[config.mk]
export PLATFORM = sky130hd
export DESIGN_NAME = fan_start_ctrl
export DESIGN_NICKNAME = d
export VERILOG_FILES = /design/src/rtl/dyn_start_unit.v /design/src/rtl/fan_start_ctrl.v
export VERILOG_INCLUDE_DIRS = /design/src /design/src/inc
export SDC_FILE = /design/constraint.sdc
export NUM_CORES = 1
export LEC_CHECK = 0
export BUFFER_PORTS_ARGS = -buffer_cell sky130_fd_sc_hd__buf_2
export CAP_MARGIN = 20
export CORE_UTILIZATION = 50
export CTS_BUF_LIST = sky130_fd_sc_hd__clkbuf_16
export DETAILED_ROUTE_END_ITERATION = 16
export PLACE_DENSITY = 0.77
export REMOVE_ABC_BUFFERS = 1
export SETUP_SLACK_MARGIN = 0.4
export SLEW_MARGIN = 15
export SYNTH_ARGS = -nofsm -noshare
export SYNTH_HDL_FRONTEND = slang
export SYNTH_SLANG_ARGS = --single-unit
[constraint.sdc]
create_clock -name clk_sys -period 3.85 [get_ports clk_sys]
set_input_delay 0.77 -clock clk_sys [delete_from_list [all_inputs] [get_ports clk_sys]]
set_output_delay 0.77 -clock clk_sys [all_outputs]
set_load 0.005 [all_outputs]
[src/inc/fan_start_map.vh]
`ifndef FAN_START_MAP_VH
`define FAN_START_MAP_VH

// ----------------------------------------
// Register indices (byte address = 4 * index)
// ----------------------------------------
`define IDX_REMOTE1_TARGET   6'h33
`define IDX_LOCAL_TARGET     6'h34
`define IDX_REMOTE2_TARGET   6'h35
`define IDX_DYN_CONTROL_ONE  6'h36
`define IDX_DYN_STATUS       6'h38

// ----------------------------------------
// Reset values
// ----------------------------------------
`define RST_TARGET_TEMP      8'h64
`define RST_DYN_CONTROL_ONE  8'h00

// ----------------------------------------
// Control register one field positions
// ----------------------------------------
`define BIT_R2_CYCLE_MSB     0
`define BIT_CORE_GUARD       1
`define BIT_R1_COPY          2
`define BIT_LOC_COPY         3
`define BIT_R2_COPY          4
`define BIT_R1_DYN_EN        5
`define BIT_LOC_DYN_EN       6
`define BIT_R2_DYN_EN        7

// ----------------------------------------
// Adjust intervals in monitoring ticks
// ----------------------------------------
`define DEC_INTERVAL_BASE    11'h004
`define INC_INTERVAL_BASE    11'h008

// ----------------------------------------
// AXI responses
// ----------------------------------------
`define RESP_OKAY            2'b00
`define RESP_SLVERR          2'b10

`endif

[src/rtl/dyn_start_unit.v]
`timescale 1ns/1ps
`include "fan_start_map.vh"

module dyn_start_unit (
   input  wire       clk_sys,
   input  wire       rst_n,
   input  wire       enable,
   input  wire       tick,
   input  wire [2:0] cycle_code,
   input  wire [7:0] temp,
   input  wire [7:0] target,
   input  wire [7:0] programmed,
   output reg  [7:0] fan_start_q
);

   // ----------------------------------------
   // Interval decode
   // ----------------------------------------
   // Shift of a base; longest result is 1024 ticks
   function [10:0] interval;
      input [2:0]  code;
      input [10:0] base;
      begin
         interval = base << code;
      end
   endfunction

   wire [10:0] dec_len = interval(cycle_code, `DEC_INTERVAL_BASE);
   wire [10:0] inc_len = interval(cycle_code, `INC_INTERVAL_BASE);
   wire        hot     = $signed(temp) > $signed(target);
   wire        cool    = $signed(temp) < $signed(target);
   wire [10:0] len     = hot ? dec_len : inc_len;

   reg  [10:0] cnt_q;
   reg  [10:0] cnt_d;
   reg  [7:0]  start_d;

   // ----------------------------------------
   // Adjust loop
   // ----------------------------------------
   // Fan start moves one degree per elapsed interval
   always @* begin
      cnt_d   = cnt_q;
      start_d = fan_start_q;
      if (!enable) begin
         cnt_d   = 11'h000;
         start_d = programmed;
      end else if (!hot && !cool) begin
         cnt_d = 11'h000; // On target: hold and restart timing
      end else if (tick) begin
         if (cnt_q + 11'h001 >= len) begin
            cnt_d = 11'h000;
            // Floor and ceiling keep the signed value from wrapping
            if (hot && fan_start_q != 8'h80)
               start_d = fan_start_q - 8'h01;
            else if (cool && $signed(fan_start_q) < $signed(programmed))
               start_d = fan_start_q + 8'h01;
         end else begin
            cnt_d = cnt_q + 11'h001;
         end
      end
   end

   // Registered state
   always @(posedge clk_sys or negedge rst_n) begin
      if (!rst_n) begin
         cnt_q       <= 11'h000;
         fan_start_q <= `RST_TARGET_TEMP;
      end else begin
         cnt_q       <= cnt_d;
         fan_start_q <= start_d;
      end
   end

endmodule

[src/rtl/fan_start_ctrl.v]
`timescale 1ns/1ps
`include "fan_start_map.vh"

module fan_start_ctrl (
   input  wire       clk_sys,
   input  wire       rst_n,
   // AXI4-Lite slave
   input  wire [7:0] s_axi_awaddr,
   input  wire       s_axi_awvalid,
   output reg        s_axi_awready,
   input  wire [31:0] s_axi_wdata,
   input  wire [3:0] s_axi_wstrb,
   input  wire       s_axi_wvalid,
   output reg        s_axi_wready,
   output reg  [1:0] s_axi_bresp,
   output reg        s_axi_bvalid,
   input  wire       s_axi_bready,
   input  wire [7:0] s_axi_araddr,
   input  wire       s_axi_arvalid,
   output reg        s_axi_arready,
   output reg  [31:0] s_axi_rdata,
   output reg  [1:0] s_axi_rresp,
   output reg        s_axi_rvalid,
   input  wire       s_axi_rready,
   // Measurement and system inputs
   input  wire [7:0] remote1_temp,
   input  wire [7:0] local_temp,
   input  wire [7:0] remote2_temp,
   input  wire       overtemp_pin_n,
   input  wire [7:0] core_voltage,
   input  wire [7:0] core_voltage_low_limit,
   input  wire       standby_supply,
   input  wire       config_freeze,
   input  wire       alert_enable,
   input  wire       monitor_tick,
   input  wire [2:0] remote1_cycle_code,
   input  wire [2:0] local_cycle_code,
   input  wire [1:0] remote2_cycle_low,
   input  wire [7:0] remote1_start_programmed,
   input  wire [7:0] local_start_programmed,
   input  wire [7:0] remote2_start_programmed,
   // Outputs to the fan loop and system
   output wire [7:0] remote1_fan_start_temp,
   output wire [7:0] local_fan_start_temp,
   output wire [7:0] remote2_fan_start_temp,
   output reg        core_low_status,
   output reg        alert_out,
   output reg        processor_hot_monitor_en,
   output reg        shutdown_allowed
);

   // ----------------------------------------
   // Register state
   // ----------------------------------------
   // Host registers, then the held write request and pin history
   reg  [7:0]  remote1_target_temp_q;
   reg  [7:0]  local_target_temp_q;
   reg  [7:0]  remote2_target_temp_q;
   reg  [7:0]  dynamic_start_control_one_q;
   reg  [7:0]  aw_addr_q;
   reg  [31:0] w_data_q;
   reg  [3:0]  w_strb_q;
   reg         overtemp_q;
   reg         guard_active_q;

   // ----------------------------------------
   // Decode helpers
   // ----------------------------------------
   // Map a byte address to a one-hot register select
   function [4:0] decode;
      input [7:0] addr;
      begin
         decode = 5'h00;
         if (addr[1:0] == 2'b00) begin
            case (addr[7:2])
               `IDX_REMOTE1_TARGET:  decode = 5'h01;
               `IDX_LOCAL_TARGET:    decode = 5'h02;
               `IDX_REMOTE2_TARGET:  decode = 5'h04;
               `IDX_DYN_CONTROL_ONE: decode = 5'h08;
               `IDX_DYN_STATUS:      decode = 5'h10;
               default:              decode = 5'h00;
            endcase
         end
      end
   endfunction

   // Write decodes the held address, read the live one, as each is
   // stable at the edge where it is used
   wire [4:0] wr_sel = decode(aw_addr_q);
   wire [4:0] rd_sel = decode(s_axi_araddr);

   // Field views of control register one
   wire [7:0] ctl = dynamic_start_control_one_q;
   wire [2:0] remote2_adjust_cycle_code =
      {ctl[`BIT_R2_CYCLE_MSB], remote2_cycle_low};
   wire       core_voltage_guard      = ctl[`BIT_CORE_GUARD];
   wire       remote1_copy_on_overtemp = ctl[`BIT_R1_COPY];
   wire       local_copy_on_overtemp   = ctl[`BIT_LOC_COPY];
   wire       remote2_copy_on_overtemp = ctl[`BIT_R2_COPY];
   wire       remote1_dynamic_enable   = ctl[`BIT_R1_DYN_EN];
   wire       local_dynamic_enable     = ctl[`BIT_LOC_DYN_EN];
   wire       remote2_dynamic_enable   = ctl[`BIT_R2_DYN_EN];

   // ----------------------------------------
   // Write channel handshake
   // ----------------------------------------
   // Address and data may arrive in either order; held until both present
   wire aw_take  = s_axi_awvalid & s_axi_awready;
   wire w_take   = s_axi_wvalid & s_axi_wready;
   wire do_write = ~s_axi_awready & ~s_axi_wready & ~s_axi_bvalid;
   wire host_wr  = do_write & ~config_freeze & w_strb_q[0];

   // Readies drop on take and return only after the response, so a
   // second write can never overwrite the held address or data
   always @(posedge clk_sys or negedge rst_n) begin
      if (!rst_n) begin
         s_axi_awready <= 1'b1;
         s_axi_wready  <= 1'b1;
         s_axi_bvalid  <= 1'b0;
         s_axi_bresp   <= `RESP_OKAY;
         aw_addr_q     <= 8'h00;
         w_data_q      <= 32'h0000_0000;
         w_strb_q      <= 4'h0;
      end else begin
         if (aw_take) begin
            s_axi_awready <= 1'b0;
            aw_addr_q     <= s_axi_awaddr;
         end
         if (w_take) begin
            s_axi_wready <= 1'b0;
            w_data_q     <= s_axi_wdata;
            w_strb_q     <= s_axi_wstrb;
         end
         if (do_write) begin
            s_axi_bvalid <= 1'b1;
            // Locked writes to a mapped register are dropped but still answered OKAY
            s_axi_bresp  <= (wr_sel == 5'h00) ? `RESP_SLVERR : `RESP_OKAY;
         end
         if (s_axi_bvalid && s_axi_bready) begin
            s_axi_bvalid  <= 1'b0;
            s_axi_awready <= 1'b1;
            s_axi_wready  <= 1'b1;
         end
      end
   end

   // ----------------------------------------
   // Overtemp edge detect
   // ----------------------------------------
   // Pin is synchronous; one copy per falling edge, a held level is ignored
   wire overtemp_now  = ~overtemp_pin_n;
   wire overtemp_rise = overtemp_now & ~overtemp_q;

   // Reset value matches the idle pin, so no false edge after reset
   always @(posedge clk_sys or negedge rst_n) begin
      if (!rst_n)
         overtemp_q <= 1'b0;
      else
         overtemp_q <= overtemp_now;
   end

   // ----------------------------------------
   // Target temperature registers
   // ----------------------------------------
   // Hardware copy wins over a host write in the same cycle
   // A locked or strobe-less write still completes on the bus
   always @(posedge clk_sys or negedge rst_n) begin
      if (!rst_n) begin
         remote1_target_temp_q <= `RST_TARGET_TEMP;
         local_target_temp_q   <= `RST_TARGET_TEMP;
         remote2_target_temp_q <= `RST_TARGET_TEMP;
      end else begin
         if (overtemp_rise && remote1_copy_on_overtemp)
            remote1_target_temp_q <= remote1_temp;
         else if (host_wr && wr_sel[0])
            remote1_target_temp_q <= w_data_q[7:0];
         if (overtemp_rise && local_copy_on_overtemp)
            local_target_temp_q <= local_temp;
         else if (host_wr && wr_sel[1])
            local_target_temp_q <= w_data_q[7:0];
         if (overtemp_rise && remote2_copy_on_overtemp)
            remote2_target_temp_q <= remote2_temp;
         else if (host_wr && wr_sel[2])
            remote2_target_temp_q <= w_data_q[7:0];
      end
   end

   // Control register one
   always @(posedge clk_sys or negedge rst_n) begin
      if (!rst_n)
         dynamic_start_control_one_q <= `RST_DYN_CONTROL_ONE;
      else if (host_wr && wr_sel[3])
         dynamic_start_control_one_q <= w_data_q[7:0];
   end

   // ----------------------------------------
   // Core voltage guard
   // ----------------------------------------
   // Unsigned compare; the condition clears as soon as voltage recovers
   wire guard_now = core_voltage_guard & standby_supply &
                    (core_voltage < core_voltage_low_limit);

   // Effects are levels; the sticky status bit is kept outside
   always @(posedge clk_sys or negedge rst_n) begin
      if (!rst_n) begin
         guard_active_q           <= 1'b0;
         core_low_status          <= 1'b0;
         alert_out                <= 1'b0;
         processor_hot_monitor_en <= 1'b1;
         shutdown_allowed         <= 1'b1;
      end else begin
         guard_active_q           <= guard_now;
         core_low_status          <= guard_now;
         alert_out                <= guard_now & alert_enable;
         processor_hot_monitor_en <= ~guard_now;
         shutdown_allowed         <= ~guard_now;
      end
   end

   // ----------------------------------------
   // Dynamic fan start units
   // ----------------------------------------
   // Per-channel slices, remote 1 in the lowest
   wire [2:0]  unit_en;
   wire [8:0]  unit_code;
   wire [23:0] unit_temp;
   wire [23:0] unit_target;
   wire [23:0] unit_prog;
   wire [23:0] unit_start;

   // Guard overrides every channel enable
   assign unit_en = {remote2_dynamic_enable, local_dynamic_enable,
                     remote1_dynamic_enable} & {3{~guard_active_q}};
   assign unit_code   = {remote2_adjust_cycle_code, local_cycle_code,
                         remote1_cycle_code};
   assign unit_temp   = {remote2_temp, local_temp, remote1_temp};
   assign unit_target = {remote2_target_temp_q, local_target_temp_q,
                         remote1_target_temp_q};
   assign unit_prog   = {remote2_start_programmed, local_start_programmed,
                         remote1_start_programmed};

   // One unit per channel; all share the monitoring tick
   genvar ch;
   generate
      for (ch = 0; ch < 3; ch = ch + 1) begin : g_unit
         dyn_start_unit u_unit (
            .clk_sys     (clk_sys),
            .rst_n       (rst_n),
            .enable      (unit_en[ch]),
            .tick        (monitor_tick),
            .cycle_code  (unit_code[3*ch+2:3*ch]),
            .temp        (unit_temp[8*ch+7:8*ch]),
            .target      (unit_target[8*ch+7:8*ch]),
            .programmed  (unit_prog[8*ch+7:8*ch]),
            .fan_start_q (unit_start[8*ch+7:8*ch])
         );
      end
   endgenerate

   // Unit outputs are flops inside the units
   assign remote1_fan_start_temp = unit_start[7:0];
   assign local_fan_start_temp   = unit_start[15:8];
   assign remote2_fan_start_temp = unit_start[23:16];

   // ----------------------------------------
   // Read channel
   // ----------------------------------------
   // Status word shows guard and live fan start values
   // Unmapped reads return zero with an error response
   reg [31:0] rd_word;

   always @* begin
      rd_word = 32'h0000_0000;
      case (rd_sel)
         5'h01:   rd_word = {24'h00_0000, remote1_target_temp_q};
         5'h02:   rd_word = {24'h00_0000, local_target_temp_q};
         5'h04:   rd_word = {24'h00_0000, remote2_target_temp_q};
         5'h08:   rd_word = {24'h00_0000, dynamic_start_control_one_q};
         5'h10:   rd_word = {7'h00, guard_active_q, unit_start};
         default: rd_word = 32'h0000_0000;
      endcase
   end

   // One-cycle read latency; data stands until rready is seen
   always @(posedge clk_sys or negedge rst_n) begin
      if (!rst_n) begin
         s_axi_arready <= 1'b1;
         s_axi_rvalid  <= 1'b0;
         s_axi_rdata   <= 32'h0000_0000;
         s_axi_rresp   <= `RESP_OKAY;
      end else begin
         if (s_axi_arvalid && s_axi_arready) begin
            s_axi_arready <= 1'b0;
            s_axi_rvalid  <= 1'b1;
            s_axi_rdata   <= rd_word;
            s_axi_rresp   <= (rd_sel == 5'h00) ? `RESP_SLVERR : `RESP_OKAY;
         end
         if (s_axi_rvalid && s_axi_rready) begin
            s_axi_rvalid  <= 1'b0;
            s_axi_arready <= 1'b1;
         end
      end
   end

endmodule

* Word-level counts from Yosys, hierarchy flattened
Index checks and enable logic that the tools add are counted.
** Word-level totals
- Bits in registers :: 151
** Cells by class
- $add $sub $neg :: 9
- $lt $le $gt $ge :: 13
- Equal/unequal tests :: 33
- Shift operators :: 6
- Multiplexer cells :: 56
- Bitwise gates (word level) :: 19
- Reductions and logical operators :: 39
** Operators with widths (number)
- $mux W8 :: 24
- $mux W11 :: 15
- $pmux W25 S5 :: 1
- $eq A6 B6 Y1 const B :: 10
- $lt A8 B8 Y1 :: 7
- $pmux W5 S5 :: 2
- $add A11 B1 Y11 const B :: 3
- $ge A11 B11 Y1 :: 3
- $shl A3 B3 Y11 const A :: 3
- $shl A4 B3 Y11 const A :: 3
- $add A8 B1 Y8 const B :: 3
- $gt A8 B8 Y1 :: 3
- $ne A8 B8 Y1 const B :: 3
- $sub A8 B1 Y8 const B :: 3
- $logic_and A1 B1 Y1 :: 19
- $reduce_bool A2 Y1 :: 7
- $ne A2 B2 Y1 const B :: 6
- $reduce_and A4 Y1 :: 3
- $and A1 B1 Y1 :: 10
- $logic_not A5 Y1 :: 2
- $mux W1 :: 10
- $mux W5 :: 2
- $ne A3 B1 Y1 const B :: 3
- $ne A3 B2 Y1 const B :: 3
- other kinds (11) :: 27

* Logic depth before layout (Yosys ltp)
- Depth after elaboration :: 8
- Gate-level depth with buffers :: 20
- Depth with buffers taken out :: 19

* Hierarchy
From an unflattened synthesis, not the netlist that was laid out.
** Unflattened totals
- Cells, all modules :: 1077
- Area, all modules :: 10258.6 µm²
** By module, submodules not included
- dyn_start_unit (g_unit[0].u_unit ...) :: times used 2, cells each 247, area an instance 2083.2 µm²
- fan_start_ctrl :: times used 1, cells each 345, area an instance 4091.4 µm²
- dyn_start_unit (g_unit[1].u_unit) :: times used 1, cells each 238, area an instance 2000.7 µm²

* Worst setup path after synthesis
Ideal clock, no wire load.
- Path kind :: input to register
- Start :: in remote1_temp[5]
- End :: reg g_unit[0].u_unit.cnt_q[2]
- Setup time :: 77 ps
- Arrival time :: 4234 ps
- Setup slack :: -461 ps
- Cell stages on the path :: 17
- Path buffers :: 1
- Cell sequence :: ha_1 > a21o_1 > a2111oi_2 > a21oi_1 > o22ai_1 > ha_1 > mux2i_1 > or2_2 > ha_1 > a21oi_1 > a21o_1 > a31oi_1 > a2111o_1 > clkbuf_8 > nor3_1 > nand2_1 > o21ai_1
** On the way
- Cells in the longest elaborated chain, start to end :: 7
- Elaborated cells on any way between the ends :: 12
** RTL lines
- start: declaration :: RTL line fan_start_ctrl.v:26 : input wire [7:0] remote1_temp,
- $gt A8 B8 Y1 :: RTL line dyn_start_unit.v:30 : wire hot = $signed(temp) > $signed(target);
- $mux W11 :: RTL line dyn_start_unit.v:32 : wire [10:0] len = hot ? dec_len : inc_len;
- $ge A11 B11 Y1 :: RTL line dyn_start_unit.v:51 : if (cnt_q + 11'h001 >= len) begin
- $mux W11 :: RTL line dyn_start_unit.v:51
- $mux W11 :: RTL line dyn_start_unit.v:50 : end else if (tick) begin
- $mux W11 :: RTL line dyn_start_unit.v:48 : end else if (!hot && !cool) begin
- $mux W11 :: RTL line dyn_start_unit.v:45 : if (!enable) begin
- end signal: assignment :: RTL line dyn_start_unit.v:70 : cnt_q <= cnt_d;
- end: declaration :: RTL line dyn_start_unit.v:34 : reg [10:0] cnt_q;
Several ways; a longest one is shown, not always the timed one. The select of a mux whose other input is x is not followed.
A chain may end at the register's enable or synchronous reset.

* Worst setup path in the final report
- Start :: reg remote1_target_temp_q[5]
- End :: reg g_unit[0].u_unit.cnt_q[8]
** On the way
- Cells in the longest elaborated chain, start to end :: 7
- Elaborated cells on any way between the ends :: 12
** RTL lines
- start: declaration :: RTL line fan_start_ctrl.v:56 : reg [7:0] remote1_target_temp_q;
- start signal: assignment :: RTL line fan_start_ctrl.v:169 : remote1_target_temp_q <= `RST_TARGET_TEMP;
- start signal: assignment :: RTL line fan_start_ctrl.v:174 : remote1_target_temp_q <= remote1_temp;
- start signal: assignment :: RTL line fan_start_ctrl.v:176 : remote1_target_temp_q <= w_data_q[7:0];
- $gt A8 B8 Y1 :: RTL line dyn_start_unit.v:30
- $mux W11 :: RTL line dyn_start_unit.v:32
- $ge A11 B11 Y1 :: RTL line dyn_start_unit.v:51
- $mux W11 :: RTL line dyn_start_unit.v:51
- $mux W11 :: RTL line dyn_start_unit.v:50
- $mux W11 :: RTL line dyn_start_unit.v:48
- $mux W11 :: RTL line dyn_start_unit.v:45
Several ways; a longest one is shown, not always the timed one. The select of a mux whose other input is x is not followed.

==> reports/results.tsv <==
metric	value	unit
drc	0	
placed_area	0.0117	sq mm
first_pass_iters	5	
fin_area	0.0133	sq mm
drv_slew	0	
clkPwrFrac	0.268	
grt-ovfl-total	0	
fin_nets	1615	
ios	205	
cts.clk_slew.worst_paths	0.06	ns
grt_use_total	0.277	
p_leak	6.33	nW
clockBufferDepth	2	
switching_share	0.354	
combPwrFrac	0.406	
areaGrowthSynthToFinish	33.0	%
cpPeakStageDelay	0.54	ns
dp_hpwl	19.5	mm
wl_per_cell	17.6	microns
grt_pass1_wl	44.2	mm
die-height	143	microns
critPathTopFamily	compound AO/OA/AOI/OAI gates	
synthCells	1100	
finalHoldViolCount	0	
grt_max_degree	86	
p_per_area	461	mW/mm^2
start_kind	flip-flop	
initialDrtViolationCount	587	
cts.sinks	142	
drtAntennaViolNets	0	
seqCellArea	0.00358	sq mm
maxCapViolCount	0	
status	complete, but fails checks	
cts_tree	built	
cts_buffers	17	
min_period_over_period	1.00	
async_flop_share	1.00	
power	6.13	mW
setup_violations	3	
viasPerCell	5.67	
h-tree-depth	4	
drt_wl_total	29.0	mm
fin_ws	-0.00831	ns
syn_avg_cell_area	9.08	sq um
rsz0062_at_grt	true	
start_util	0.512	
switchingPower	2.17	mW
multi_input_area	0.00669	sq mm
seqPwrFrac	0.326	
endpoint_kind	flip-flop	
root_buffer	clkbuf_16	
ir_worst_vdd	371	uV
crit_path_max_fanout	6	
coreArea	0.0195	sq mm
synth_seq_cells	142	
skew	0.00671	ns
worstSetupStartpoint	remote1_target_temp_q[5]	
hold_class	in2async	
die-area	0.0206	sq mm
layout_common_cells	buf_2, dfrtp_1, nand2_1, buf_4, ha_1	
period_minus_slack	3.86	ns
r2r-start	remote1_target_temp_q[5]	
die_w	143	microns
insertion_delay	0.43	ns
synthesis.area	0.00999	sq mm
fillers	1447	
synth-warning-count	0	
crit_arrival	4.21	ns
path_buf_inv	5	
grt_pass1_vias	9047	
synth-edff-count	0	
final_layout_size_suffix_gt1_frac	0.364	
violations	setup timing	
num_vias	9368	
layout_commonest_cell	buf_2	
crit_chain	inv_2 -> ha_4 -> a21o_1 -> a2111oi_2 -> a21oi_1 -> o22ai_1 -> buf_4 -> inv_2 -> ha_4 -> mux2i_2 -> or2_4 -> ha_4 -> a21oi_2 -> a21o_1 -> a31oi_2 -> buf_4 -> a2111oi_4 -> o211ai_1 -> buf_4 -> nor2_2 -> o21ai_1 -> o21ai_1	
cts_hold_buf	0	
worst_slew_pin_slew	1.04	ns
cp_slowest_cell	dfstp_2	
critPathKind	reg2reg	
slew_headroom	0.297	
synth_ff_type	dfrtp_1	
place.gp.congestion	0.898	
numPortBuffers	168	
ys_seq_area_frac	0.358	
intPower	3.96	mW
synth.distinct_cells	71	
antenna_found_initial	7	
rows	51	
required	4.20	ns
fmax	0.259	GHz
==> what timing repair did <==
item                                   CTS  global route
setup endpoints to repair               57            57
setup buffers                           12            11
pin swaps                               49            51
cloned                                   1             0
endpoints found under the hold margin    0             0
resized for setup                      115            87
==> flip-flops by register name, indices dropped and copies added, names as in the netlist, 8 cells and up <==
| name | flops |
|---|---|
| g_unit.u_unit.cnt_q | 33 |
| ctl | 8 |
| g_unit.u_unit.fan_start_q | 24 |
| w_data_q | 8 |
| aw_addr_q | 8 |
| local_target_temp_q | 8 |
| remote1_target_temp_q | 8 |
| remote2_target_temp_q | 8 |
| s_axi_rdata | 25 |
==> cell usage after synthesis, types with 5 or more instances <==
library cell  number  area (sq um)
buf_4             12          90.1
a21o_1            19           143
o21ai_1            6          30.0
nand3_1           38           190
a211oi_1           7          52.6
o211ai_1           8          60.1
o21ai_0           88           440
nor2_1            85           319
a221oi_1           8          70.1
or2_2              5          31.3
clkbuf_1          20          75.1
nand2b_1          12          75.1
nor3_1            13          65.1
inv_1             83           312
mux2i_1           46           460
nand4_1           12          75.1
dfstp_2           22           578
a22o_1            11          96.3
dfrtp_1          120          3000
and3_1            14          87.6
xor2_1            22           193
nor2b_1           18           113
a21oi_1           62           310
mux2_2            26           293
nand2_1          117           439
nand3b_1          11          82.6
ha_1             106          1330
a31oi_1            8          50.1
xnor2_1           25           219
==> logic make-up after synthesis <==
group / Yosys count / share of synthesized area
compound gates: 259 / 0.165
xor+xnor: 47 / 0.0412
fa+ha+maj: 109 / 0.139
buf+inv: 123 / 0.0546
flops: 142 / 0.358
mux: 72 / 0.0754
other cells: 1 / 0.000375
simple gates: 347 / 0.166
==> metrics by stage <==
| stage | cells | hold WS [ns] | setup TNS [ns] | utilization | setup slack [ns] |
|---|---|---|---|---|---|
| 4_1_cts | 1637 | 0.440 | 0 | 0.657 | 0.0392 |
| 6_report | 1653 | 0.367 | -0.0187 | 0.681 | -0.00831 |
| 5_1_grt | 1652 | 0.473 | -3.18 | 0.681 | -0.223 |
| 3_3_place_gp | 1592 | 0.456 | -20.84 | 0.597 | -0.511 |
| 2_1_floorplan | 1070 | 0.465 | -10.97 | - | -0.458 |
| 3_5_place_dp | 1592 | 0.464 | -26.56 | 0.597 | -0.641 |
==> final cells by class <==
| type | count | share of cell area |
|---|---|---|
| inverters | 85 | 0.0244 |
| diodes | 5 | 0.000941 |
| clock buffers | 17 | 0.0320 |
| clock inverters | 15 | 0.0112 |
| well taps | 265 | 0.0249 |
| flip-flops and latches | 142 | 0.269 |
| multi-input cells | 844 | 0.503 |
| repair buffers | 280 | 0.134 |
==> worst reg2reg max path: cells and delay by family, from the launching register on <==
kind            cells  cell delay [ns]
mux                 1             0.17
compound gates     11             1.63
buf+inv             5             0.63
fa+ha+maj           3             0.55
simple gates        2             0.27
flops               1             0.54
==> power groups by stage <==
stage	clock network, mW	logic, mW	registers (mW)
2_1_floorplan	0	1.28	1.93
3_3_place_gp	0	1.93	1.99
3_5_place_dp	0	2.02	2.01
4_1_cts	1.66	2.31	1.99
5_1_grt	1.71	2.71	2.02
6_report	1.64	2.49	2.00
==> worst paths after layout <==
| kind | endpoint | slack [ns] | depth (start not counted) |
|---|---|---|---|
| max reg2reg | g_unit[0].u_unit.cnt_q[8] | -0.008 | 22 |
| min reg2reg | s_axi_rdata[14] | 0.47 | 2 |
| max in group asynchronous | g_unit[0].u_unit.fan_start_q[2] | 2.60 | 2 |
| min | s_axi_rdata[20] | 0.37 | 1 |
| max | g_unit[0].u_unit.cnt_q[8] | -0.008 | 22 |
| min in group clk_sys | s_axi_rdata[14] | 0.47 | 2 |
==> per-layer routing <==
layer	global-route usage	wire length [microns]	share of wire	vias to the layer above
met4	0.119	808	0.028	4
met5	0	23	0.00079	-
li1	-	-	-	4428
met2	0.453	14000	0.48	333
met3	0.0573	1760	0.060	64
met1	0.354	12400	0.43	4539
(Power assumes the default switching activity.)
